$ cat src/verilog/cic_pkg.sv
// cic_pkg: constants and carrier types for the cascaded interrupt compatibility block
package cic_pkg;
    localparam int unsigned NUM_LINES = 8;
    localparam logic [2:0] CASCADE_INPUT = 3'h2;
    localparam logic [2:0] SLAVE_NINE_INPUT = 3'h1;
    localparam logic [7:0] MASTER_VEC_BASE = 8'h08;
    localparam logic [7:0] SLAVE_VEC_BASE = 8'h70;
    localparam logic [15:0] REARM_BASE_A = 16'h02f0;
    localparam logic [15:0] REARM_BASE_B = 16'h06f0;
    localparam logic [15:0] REARM_MASK = 16'hfff0;
    localparam logic [15:0] PROGRESS_ADDR = 16'h0078;
    localparam logic [15:0] PROGRESS_CLR_ADDR = 16'h0079;
    localparam logic [15:0] EOI_MASTER_ADDR = 16'h0020;
    localparam logic [15:0] EOI_SLAVE_ADDR = 16'h00a0;
    localparam logic [7:0] EOI_CODE = 8'h20;
    localparam logic PROGRESS_CLEAR_ON_READ = 1'b1;

    typedef struct packed {
        logic rd;
        logic wr;
        logic [15:0] addr;
        logic [7:0] wdata;
    } cic_io_t;

    typedef struct packed {
        logic ack;
        logic [7:0] vector;
    } cic_inta_t;

    typedef struct packed {
        logic [NUM_LINES-1:0] irr;
        logic [NUM_LINES-1:0] isr;
        logic [NUM_LINES-1:0] prev;
    } cic_ctl_t;

    typedef struct packed {
        cic_ctl_t mst;
        cic_ctl_t slv;
        logic [15:0] s1_mst;
        logic [15:0] s2_mst;
        logic [15:0] s1_slv;
        logic [15:0] s2_slv;
        logic s1_casc;
        logic s2_casc;
        logic progress;
        logic [7:0] rdata;
        logic rvalid;
        logic rearm_seen;
    } cic_state_t;
endpackage : cic_pkg

$ cat src/verilog/cic_top.sv
// cic_top: cascaded legacy interrupt controller pair with compatibility behaviour
// Operation
// - pci inputs pend on level, isa inputs pend on rising edge.
// - end-of-interrupt clears the highest-priority in-service bit of that controller.
// - level input still high at end-of-interrupt becomes pending again.
// - channel cascade request routes to slave input nine, vector 71h.
// - interrupt-in-progress latch readable by io; cleared by read or explicit reset.
// - re-arm port accesses at 02Fx or 06Fx accepted without disturbing interrupts.
`timescale 1ns/1ns
module cic_top
    import cic_pkg::*;
#(
    parameter logic [NUM_LINES-1:0] MASTER_LEVEL = 8'h00,
    parameter logic [NUM_LINES-1:0] SLAVE_LEVEL = 8'h00
) (
    input wire logic clk,
    input wire logic arst_n,
    input wire logic [15:0] irq_pin,
    input wire logic legacy_cascade_request,
    input wire cic_pkg::cic_io_t io,
    input wire logic inta,
    output logic [7:0] io_rdata,
    output logic io_rvalid,
    output logic cpu_intr,
    output cic_pkg::cic_inta_t inta_rsp,
    output logic rearm_seen
);
    import cic_pkg::*;

    initial begin
        if (NUM_LINES != 8) $error("cic_top: controllers have eight lines");
        if ($bits(irq_pin) != 2 * NUM_LINES) $error("cic_top: one pin per controller input");
    end

    cic_state_t q, d;

    // lowest index wins, as on the classic pair; there is no rotation or masking
    function automatic logic [NUM_LINES-1:0] top_bit(input logic [NUM_LINES-1:0] v);
        logic [NUM_LINES-1:0] r;
        r = '0;
        for (int i = NUM_LINES - 1; i >= 0; i--) begin
            if (v[i]) r = '0;
            if (v[i]) r[i] = 1'b1;
        end
        return r;
    endfunction : top_bit

    function automatic logic [2:0] enc(input logic [NUM_LINES-1:0] v);
        logic [2:0] r;
        r = 3'h0;
        for (int i = 0; i < NUM_LINES; i++) begin
            if (v[i]) r = 3'(i);
        end
        return r;
    endfunction : enc

    logic [NUM_LINES-1:0] m_req, s_req, m_ready, s_ready, m_grant, s_grant;
    logic s_out;
    logic wr_eoi_m, wr_eoi_s, rd_prog, clr_prog, is_rearm;

    always_comb begin
        // slave pins sit above the master pins on the shared request bus
        s_req = q.s2_slv[NUM_LINES +: NUM_LINES];
        s_req[SLAVE_NINE_INPUT] = s_req[SLAVE_NINE_INPUT] | q.s2_casc;
        s_ready = q.slv.irr & ~q.slv.isr;
        s_out = |s_ready;
        m_req = q.s2_mst[NUM_LINES-1:0];
        m_req[CASCADE_INPUT] = s_out;
        m_ready = q.mst.irr & ~q.mst.isr;
        m_grant = top_bit(m_ready);
        s_grant = top_bit(s_ready);
    end

    // any other code written to a command port is ignored, so stray writes cannot end a service
    assign wr_eoi_m = io.wr && io.addr == EOI_MASTER_ADDR && io.wdata == EOI_CODE;
    assign wr_eoi_s = io.wr && io.addr == EOI_SLAVE_ADDR && io.wdata == EOI_CODE;
    assign rd_prog = io.rd && io.addr == PROGRESS_ADDR;
    assign clr_prog = io.wr && io.addr == PROGRESS_CLR_ADDR;
    assign is_rearm = (io.rd || io.wr) && ((io.addr & REARM_MASK) == REARM_BASE_A
                      || (io.addr & REARM_MASK) == REARM_BASE_B);

    // next state of one controller; a grant consumes an edge request so it is served once,
    // while a level request keeps pending for as long as its pin stays high
    function automatic cic_ctl_t step(input cic_ctl_t c, input logic [NUM_LINES-1:0] req,
                                      input logic [NUM_LINES-1:0] lvl, input logic eoi,
                                      input logic [NUM_LINES-1:0] grant);
        cic_ctl_t n;
        logic [NUM_LINES-1:0] edge_v;
        n = c;
        edge_v = req & ~c.prev;
        n.irr = (c.irr & ~lvl) | (lvl & req) | (edge_v & ~lvl);
        if (eoi) n.isr = c.isr & ~top_bit(c.isr);
        n.irr = n.irr | (lvl & req);
        n.isr = n.isr | grant;
        n.irr = n.irr & ~(grant & ~lvl);
        n.prev = req;
        return n;
    endfunction : step

    always_comb begin
        logic casc_ack;
        casc_ack = inta && m_grant[CASCADE_INPUT];
        d = q;
        // pins and the channel cascade line are asynchronous, so each passes two flops
        d.s1_mst = irq_pin;
        d.s2_mst = q.s1_mst;
        d.s1_slv = irq_pin;
        d.s2_slv = q.s1_slv;
        d.s1_casc = legacy_cascade_request;
        d.s2_casc = q.s1_casc;
        d.mst = step(q.mst, m_req, MASTER_LEVEL, wr_eoi_m,
                     inta ? m_grant : '0);
        d.slv = step(q.slv, s_req, SLAVE_LEVEL, wr_eoi_s,
                     casc_ack ? s_grant : '0);
        // progress latch
        // acknowledge wins over a clear in the same cycle, so no service goes unseen
        if (inta) d.progress = 1'b1;
        else if (clr_prog || (rd_prog && PROGRESS_CLEAR_ON_READ)) d.progress = 1'b0;
        d.rvalid = io.rd;
        d.rdata = '0;
        if (rd_prog) d.rdata = {7'h00, q.progress};
        d.rearm_seen = is_rearm;
    end

    always_ff @(posedge clk or negedge arst_n) begin
        if (!arst_n) begin
            q <= '0;
        end else begin
            q <= d;
        end
    end

    assign io_rdata = q.rdata;
    assign io_rvalid = q.rvalid;
    assign rearm_seen = q.rearm_seen;
    // no mask registers: every ready master request reaches the processor
    assign cpu_intr = |m_ready;
    always_comb begin
        inta_rsp.ack = inta;
        if (m_grant[CASCADE_INPUT]) inta_rsp.vector = SLAVE_VEC_BASE | {5'h00, enc(s_grant)};
        else inta_rsp.vector = MASTER_VEC_BASE | {5'h00, enc(m_grant)};
    end
endmodule : cic_top

$ cat config.mk
export PLATFORM = sky130hd
export DESIGN_NAME = cic_top
export DESIGN_NICKNAME = d
export VERILOG_FILES = /design/src/verilog/cic_pkg.sv /design/src/verilog/cic_top.sv
export SDC_FILE = /design/constraint.sdc
export NUM_CORES = 1
export LEC_CHECK = 0
export ABC_AREA = 1
export ABC_CLOCK_PERIOD_IN_PS = 2200
export BUFFER_PORTS_ARGS = -buffer_cell sky130_fd_sc_hd__clkbuf_2
export CORE_ASPECT_RATIO = 0.7
export CORE_MARGIN = 4
export CORE_UTILIZATION = 59
export CTS_CLUSTER_DIAMETER = 100
export CTS_CLUSTER_SIZE = 25
export DETAILED_ROUTE_END_ITERATION = 12
export GPL_TIMING_DRIVEN = 0
export PLACE_DENSITY = 0.84
export SETUP_SLACK_MARGIN = 0.4
export SLEW_MARGIN = 40
export SYNTH_ARGS = -nofsm -noshare
export SYNTH_HDL_FRONTEND = slang
export SYNTH_SLANG_ARGS = --single-unit
$ cat constraint.sdc
create_clock -name clk -period 2.2 [get_ports clk]
set_clock_uncertainty 0.15 [all_clocks]
set_input_delay 0.33 -clock clk [delete_from_list [all_inputs] [get_ports clk]]
set_output_delay 0.33 -clock clk [all_outputs]
set_load 0.03 [all_outputs]
==> run summary, run 1 <==
status: complete, but fails checks
violated checks: setup timing
startpoint types: flop
Post-Synth Adder-Cell Area: 0%
Crit-path slowest cell: dfrtp_1
Internal Pwr Total: 3100 uW
post-DP HPWL: 4920 um
# setup viols final: 4
initial antenna violation count: 0
Clock H-tree levels: 3
post-synthesis simple-gate area fraction: 25.0%
Core Footprint: 0.00576 mm2
wire per inst: 18.5 um
xor/xnor share of the synthesized area: 0%
post-synthesis register bit count: 84
Placer Congestion: 0.926
switching share of power: 38.9%
max_cap viols: 0
area leader, netlist: dfrtp_1
crit path kind: flop to output port
IO Pins: 66
cell area after synthesis: 0.00353 mm2
clock share of power: 22.5%
Setup crit start: q[111]
slowest stage delay, CP: 420 ps
Non-Filler Instances: 601
initial drt markers: 471
delay-heaviest family, CP: simple AND/OR/NAND/NOR gates
register area share after synthesis: 59.6%
Slew Viols, Final: 0
crit-path cells: nor2_4 > inv_4 > nand2_4 > nor2_4 > buf_6 > nand3_2 > nand2_1 > nor2_1 > nand2_1 > buf_8
placed cells: 528
top cell type's share of synthesized area: 59.6%
CTS tree: built
Worst R2R Start: q[111]
clock sink total: 84
Bufs on Longest Clock Path: 2
Comb power frac: 40.8%
Worst Path Required: 1720 ps
Post-Route WL: 11100 um
vias in the first global route: 3007
CP Capture Type: output port
Initial Utilization: 61.3%
Mapped Cells: 390
post-route ant nets: 0
die height: 72.7 um
CTS clk-pin slew, worst paths: 90 ps
layout cells sized above 1: 36.9%
total number of vias: 3466
final period utilization: 103%
dpl ws: 264 ps
via density per instance: 5.77
row cnt: 23
Die Wd: 100 um
n_diodes: 0
mux share of post-synthesis cell area: 0%
largest family of logic cells by synthesized area: simple AND/OR/NAND/NOR gates
minimum clock period after layout: 2270 ps
largest net degree at the start of global routing: 71
crit-path max FO: 4
DRC Markers: 0
syn avg cell area: 9.05 um2
final setup margin: -69.4 ps
Finished Core Util: 86.2%
Clk Latency, worst-skew pair: 360 ps
RSZ-0062 raised after global routing: yes
count of input and output buffers: 55
endpoints failing hold: 0
GRT Util Overall: 24.9%
hold path start: io[17]
post-synth cell types: 25
Ys Warns: 0
peak supply drop: 0.808 mV
Area contributors post-synth: dfrtp_1, nand2_1, inv_1, nor2_1, nand3_1
Die ar.: 0.00730 mm2
GRT overflow: 0
worst min-delay path class: input pin to flop
Nets: 567
Worst Path Arrival: 1790 ps
maximum clock rate: 0.441 GHz
Pwr Density: 1020 mW/mm2
filler cell count: 250
Net Sw Power: 1970 uW
Buf/Inv on CP: 3
post-synthesis compound-gate area fraction: 4.96%
Final Power: 5080 uW
Clock Root Buffer: clkbuf_8
area grow syn2layout: 40.5%
Sequential Power Share: 36.7%
Pre-antenna DRT Iters: 6
Leak Pwr: 0.00248 uW
TritonCTS buffer count: 9
first-pass GRT wire length: 13900 um
==> per-layer routing <==
metal | wire length (um) | track usage (%)
met5 | 0 | 0
met4 | 796 | 15.5
met3 | 1310 | 7.55
met2 | 4960 | 38.3
met1 | 4070 | 31.1
==> final cells by class <==
class / count / area, um2 / share of cell area (%)
multi-input combinational: 230 / 1280 / 25.8
sequential: 84 / 2100 / 42.4
inverter: 69 / 269 / 5.43
tap: 75 / 93.8 / 1.89
clock inverter: 6 / 70.1 / 1.41
timing repair buffer: 113 / 896 / 18.1
buffer: 14 / 113 / 2.27
clock buffer: 10 / 138 / 2.78
==> synth_stat cells <==
master	instances
a21oi_1	16
a31oi_1	4
buf_4	12
buf_6	1
clkbuf_1	1
conb_1	1
dfrtp_1	84
inv_1	63
inv_2	5
inv_4	1
nand2_1	80
nand2_2	5
nand2_4	2
nand3_1	24
nand3_2	2
nand4_1	10
nor2_1	46
nor2_2	4
nor2_4	5
nor2_8	1
nor3_1	5
nor4_1	3
o21ai_0	12
o21ai_1	2
or2_2	1
==> cells in the final DEF, fill, tap and decap left out, types with 9 or more instances in the layout <==
master / n
inv_2: 14
nor2_4: 9
nand4_1: 10
buf_4: 42
dfrtp_1: 84
dlygate4sd3_1: 18
nor2_1: 44
nand3_1: 18
inv_1: 52
buf_6: 11
nand2_1: 64
clkbuf_2: 46
nand2_2: 15
clkbuf_8: 12
a21oi_1: 12
==> final timing paths <==
path / endpoint / cells after the start / slack (ps)
worst max register to register: q[96] / 10 / 50
worst min register to register: q[16] / 0 / 200
worst min-delay path: rearm_seen / 3 / 70
worst max-delay path: inta_rsp[1] / 10 / -70
max in group asynchronous: d[17] / 3 / 1130
min in group asynchronous: q[78] / 2 / 210
==> timing repair <==
| action | CTS | global route |
|---|---|---|
| pin swaps | 8 | 20 |
| cloned | 0 | 1 |
| buffers inserted | 23 | 15 |
| hold endpoints to repair | 101 | 0 |
| endpoints found under the setup margin | 8 | 20 |
| resized for setup | 36 | 59 |
| hold buffers | 18 | 0 |
==> kinds of logic after synthesis <==
family                 Yosys count
DFF                             84
buffers and inverters           83
AOI/OAI and AO/OA               34
other                            1
and+or+nand+nor                188
==> per-stage QoR <==
| step | TNS (ps) | cell area [um2] | hold WS, ps |
|---|---|---|---|
| after floorplan | 0 | 3550 | -116 |
| after global placement | -13920 | 3920 | 181 |
| after detailed placement | 0 | 3960 | 37.1 |
| after CTS | 0 | 4660 | 70.6 |
| after global routing | -350 | 4960 | 75.5 |
| final | -195 | 4960 | 66.5 |
==> power by group through the flow <==
stage	logic [uW]	clock network [uW]	registers, uW
6_report	2070	1140	1860
5_1_grt	2180	1220	1880
4_1_cts	1600	1130	1830
3_5_place_dp	1120	0	1870
3_3_place_gp	1080	0	1860
2_1_floorplan	830	0	1840
==> sequential cells by signal, indices dropped and copies added, names as in the netlist <==
name and flops:
io_rdata 1, rearm_seen 1, d 23, q 58
io_rvalid 1
==> worst min-delay path: stages <==
cell      delay, ps
clkbuf_2         90
nand3_1          80
nor4_1           50
No activity file was read; power rests on OpenSTA's default activity.
==> run 2: changes to the inputs <==
- REMOVE_ABC_BUFFERS: unset -> 1
==> run summary, run 2 (same netlist as run 1, synthesis figures left out) <==
met3 usage: 6.88%
Crit-path slowest cell: dfrtp_1
critical path's most frequent cell: nand2_2
Initial Utilization: 61.3%
CP Capture Type: output port
worst min-delay path class: input pin to flop
hold path start: io[17]
GRT overflow: 0
initial antenna violation count: 0
startpoint types: flop
RSZ-0062 raised after global routing: yes
slowest stage delay, CP: 400 ps
Clk Latency, worst-skew pair: 360 ps
max_cap viols: 0
crit-path cells: inv_2 > nand2_2 > nand2_2 > nor2_4 > nand2_2 > nand3_1 > nand2_1 > nand2_1 > buf_8
via density per instance: 5.81
IO Pins: 66
filler cell count: 283
Buf/Inv on CP: 2
total number of vias: 3358
GRT Util Overall: 23.8%
final setup margin: -118 ps
Largest register FFs: 58
initial drt markers: 498
commonest non-fill, non-tap cell in the layout: dfrtp_1
Clock H-tree levels: 3
Pwr Density: 1100 mW/mm2
Worst Path Arrival: 1840 ps
status: complete, but fails checks
Design Area, Final: 0.00473 mm2
Leak Pwr: 0.00237 uW
delay-heaviest family, CP: simple AND/OR/NAND/NOR gates
area grow syn2layout: 34.1%
CTS clk-pin slew, worst paths: 90 ps
post-DP HPWL: 4920 um
Core Footprint: 0.00576 mm2
Most flops, register: q
n_diodes: 0
Post-Route WL: 10200 um
most frequent cells in the layout: dfrtp_1, nand2_1, inv_1, clkbuf_2, nor2_1
minimum clock period after layout: 2320 ps
TritonCTS buffer count: 9
Worst Path Required: 1720 ps
Pre-antenna DRT Iters: 7
clock sink total: 84
CTS tree: built
row cnt: 23
crit path kind: flop to output port
DRC Markers: 0
Bufs on Longest Clock Path: 2
Die ar.: 0.00730 mm2
Nets: 545
vias in the first global route: 2954
peak supply drop: 0.692 mV
crit-path max FO: 5
busiest grt layer: met2
violated checks: setup timing
endpoints failing hold: 0
placed instance area: 0.00386 mm2
hold slack: 70.0 ps
# setup viols final: 2
maximum clock rate: 0.431 GHz
Clock Root Buffer: clkbuf_8
final period utilization: 105%
Placer Congestion: 0.891
Die Wd: 100 um
post-route ant nets: 0
first-pass GRT wire length: 13500 um
layout cells sized above 1: 32.2%
wire per inst: 17.7 um
GR Util met1: 31.2%
Slew Viols, Final: 0
Setup crit start: q[88]
Worst R2R Start: q[111]
largest net degree at the start of global routing: 53
met2 usage: 37.1%
count of input and output buffers: 56
die height: 72.7 um
[run 2: changes by cell type in the layout (fill, tap and decap cells not counted), moves of 3 or more]
cell	change
a21oi_1	+3
a21oi_2	-3
a31oi_1	+3
buf_4	-13
buf_6	-6
bufinv_16	+3
clkinvlp_4	-3
nand2_1	+4
nand2_2	-3
nor2_1	-3
nor2_2	+3
[run 2: worst register-to-register path: stages (launching register included)]
cell and delay [ps]:
dfrtp_1 430, nor2_4 190, inv_4 80, nor2_8 120, buf_6 150, inv_4 50, nor2_4 230, buf_4 210
a31oi_1 100
[run 2: timing repair]
| action | in CTS | in global routing |
|---|---|---|
| hold buffers | 18 | 0 |
| endpoints found under the setup margin | 8 | 12 |
| hold endpoints to repair | 49 | 0 |
| gates resized for setup | 34 | 39 |
| setup buffers | 15 | 15 |
| pin swaps | 7 | 16 |
[run 2: where the power goes]
group	total (uW)	switching, uW	internal (uW)
Combinational	1900	1190	716
Sequential	1870	150	1720
Clock	1420	551	866
Total	5190	1890	3300
[run 2: per-layer routing]
| metal | vias up | wire, um |
|---|---|---|
| met5 | - | 0 |
| met4 | 0 | 739 |
| met3 | 99 | 1230 |
| met2 | 314 | 4600 |
| met1 | 1540 | 3660 |
| li1 | 1405 | - |
[run 2: through the flow]
step | cells | TNS, ps | setup WS [ps] | power (uW) | util [%]
detailed placement | 515 | 0 | 227 | 2990 | 67.1
CTS | 563 | 0 | 80.7 | 4750 | 78.5
global route | 578 | -231 | -155 | 5370 | 82.2
floorplan | 383 | 0 | 178 | 2640 | -
finish | 578 | -135 | -118 | 5190 | 82.2
global placement | 514 | -12790 | -158 | 2930 | 66.4
[run 2: layout make-up]
| cell class | count | area (um2) | area share (%) |
|---|---|---|---|
| Clock buffer | 9 | 124 | 2.62 |
| Tap cell | 75 | 93.8 | 1.98 |
| Inverter | 69 | 267 | 5.63 |
| Multi-Input combinational cell | 230 | 1220 | 25.7 |
| Sequential cell | 84 | 2100 | 44.4 |
| Timing Repair Buffer | 105 | 790 | 16.7 |
| Clock inverter | 6 | 138 | 2.91 |
[run 2: path summary, 6_finish.rpt]
| path | endpoint | slack (ps) | cells after the start |
|---|---|---|---|
| max in group asynchronous | q[80] | 1090 | 3 |
| worst min-delay path | rearm_seen | 70 | 3 |
| worst max-delay path | inta_rsp[1] | -120 | 9 |
| worst max register to register | q[96] | 360 | 8 |
| worst min register to register | q[18] | 200 | 0 |
| min in group asynchronous | q[123] | 280 | 2 |
==> run 3: changes to the inputs <==
- ABC_CLOCK_PERIOD_IN_PS: 2200 -> 2500
- CORE_UTILIZATION: 59 -> 55
- PLACE_DENSITY: 0.84 -> 0.79
- clock period: 2.2 -> 2.5 ns (I/O delays scaled with it)
==> run summary, run 3 (same netlist as run 1, synthesis figures left out) <==
final setup TNS: 0 ps
CTS tree: built
Die Wd: 104 um
count of input and output buffers: 56
Pre-antenna DRT Iters: 5
Slew Viols, Final: 0
post-DP HPWL: 4800 um
CTS clk-pin slew, worst paths: 90 ps
GRT Util Overall: 20.0%
clock sink total: 84
IO Pins: 66
wire per inst: 14.8 um
Final Power: 4530 uW
Leak Pwr: 0.00239 uW
GRT overflow: 0
Most flops, register: q
worst min-delay path class: input pin to flop
peak supply drop: 0.539 mV
Clk Latency, worst-skew pair: 350 ps
Buf/Inv on CP: 3
initial antenna violation count: 0
most frequent cells in the layout: dfrtp_1, nand2_1, inv_1, clkbuf_2, nor2_1
reg2reg end: q[91]
CP Capture Type: output port
WHS Path Cells: 3
initial drt markers: 350
RSZ-0062 raised after global routing: yes
Initial Utilization: 56.8%
# setup viols final: 0
via density per instance: 5.29
status: complete, no violations
Post-Route WL: 8650 um
Crit-path slowest cell: dfrtp_1
first-pass GRT wire length: 12100 um
placed cells: 518
maximum clock rate: 0.450 GHz
crit-path cells: nor2_4 > inv_4 > nand2_4 > nor2_4 > buf_6 > nand3_2 > nand2_2 > nor2_2 > nand2_2 > buf_8
vias in the first global route: 2655
n_diodes: 0
delay-heaviest family, CP: simple AND/OR/NAND/NOR gates
TritonCTS buffer count: 9
hold path start: io[17]
die height: 75.0 um
startpoint types: flop
final period utilization: 88.9%
Worst Path Arrival: 1700 ps
max_cap viols: 0
Worst Path Required: 1980 ps
layout cells sized above 1: 33.5%
area grow syn2layout: 34.4%
Placer Congestion: 0.895
Die ar.: 0.00778 mm2
row cnt: 24
post-route ant nets: 0
Worst R2R Start: q[111]
slowest stage delay, CP: 450 ps
Clock H-tree levels: 3
commonest non-fill, non-tap cell in the layout: dfrtp_1
total number of vias: 3101
Bufs on Longest Clock Path: 2
Pwr Density: 956 mW/mm2
Clock Root Buffer: clkbuf_8
Setup crit start: q[111]
R2R depth: 9
largest net degree at the start of global routing: 56
hold path endpoint: rearm_seen
crit path kind: flop to output port
Largest register FFs: 58
Core Footprint: 0.00622 mm2
endpoints failing hold: 0
crit-path max FO: 4
Non-Filler Instances: 586
minimum clock period after layout: 2220 ps
FF-to-FF setup slack: 620 ps
Nets: 549
DRC Markers: 0
[run 3: cell types whose count changed in the layout (fill, tap and decap cells not counted), sizes merged]
cell	before	now
bufinv	4	3
clkbuf	58	62
buf	38	39
inv	69	71
clkinv	2	1
[run 3: tightest hold or removal path, delay by kind of cell]
kind / cells / cell delay, ps
buffers and inverters: 1 / 90
AND/OR/NAND/NOR: 2 / 110
[run 3: how the worst max path moves through the flow]
| stage | cells after the start | slack, ps | to |
|---|---|---|---|
| final | 10 | 280 | inta_rsp[0] |
| after global routing | 9 | 220 | inta_rsp[1] |
| after CTS | 10 | 330 | inta_rsp[0] |
| after detailed placement | 9 | 520 | inta_rsp[0] |
| after global placement | 1 | 80 | d[23] |
| after floorplan | 7 | 430 | inta_rsp[2] |
[run 3: area by class of cell]
type | instances | area (um2)
Clock buffer | 10 | 138
Clock inverter | 6 | 119
Fill cell | 378 | 1470
Inverter | 69 | 267
Multi-Input combinational cell | 230 | 1230
Sequential cell | 84 | 2100
Tap cell | 78 | 97.6
Timing Repair Buffer | 109 | 792
[run 3: power breakdown]
part | switching [uW] | leakage [uW] | internal (uW)
combinational | 1010 | 0.00134 | 691
sequential | 115 | 0.000924 | 1520
clock | 502 | 0.000129 | 703
total | 1630 | 0.00239 | 2910
[run 3: routing by layer]
| layer | up-vias | wire (um) | track usage (%) |
|---|---|---|---|
| met3 | 54 | 851 | 7.71 |
| met1 | 1416 | 3480 | 25.3 |
| met2 | 207 | 3910 | 32.2 |
| met5 | - | 0 | 0 |
| met4 | 0 | 411 | 7.23 |
| li1 | 1424 | - | - |
[run 3: timing repair]
action	4_1_cts	5_1_grt
hold buffers	18	0
endpoints found under the hold margin	46	0
gates resized for setup	33	33
setup endpoints to repair	3	4
pin swaps	7	15
buffers inserted	20	14
[run 3: stage by stage]
stage	hold WS [ps]	util, %	area [um2]	setup slack [ps]
global placement	182	61.6	3830	82.3
finish	115	76.3	4740	277
detailed placement	131	62.2	3860	524
global route	133	76.3	4740	215
floorplan	-70.6	-	3450	433
CTS	104	73.3	4550	326
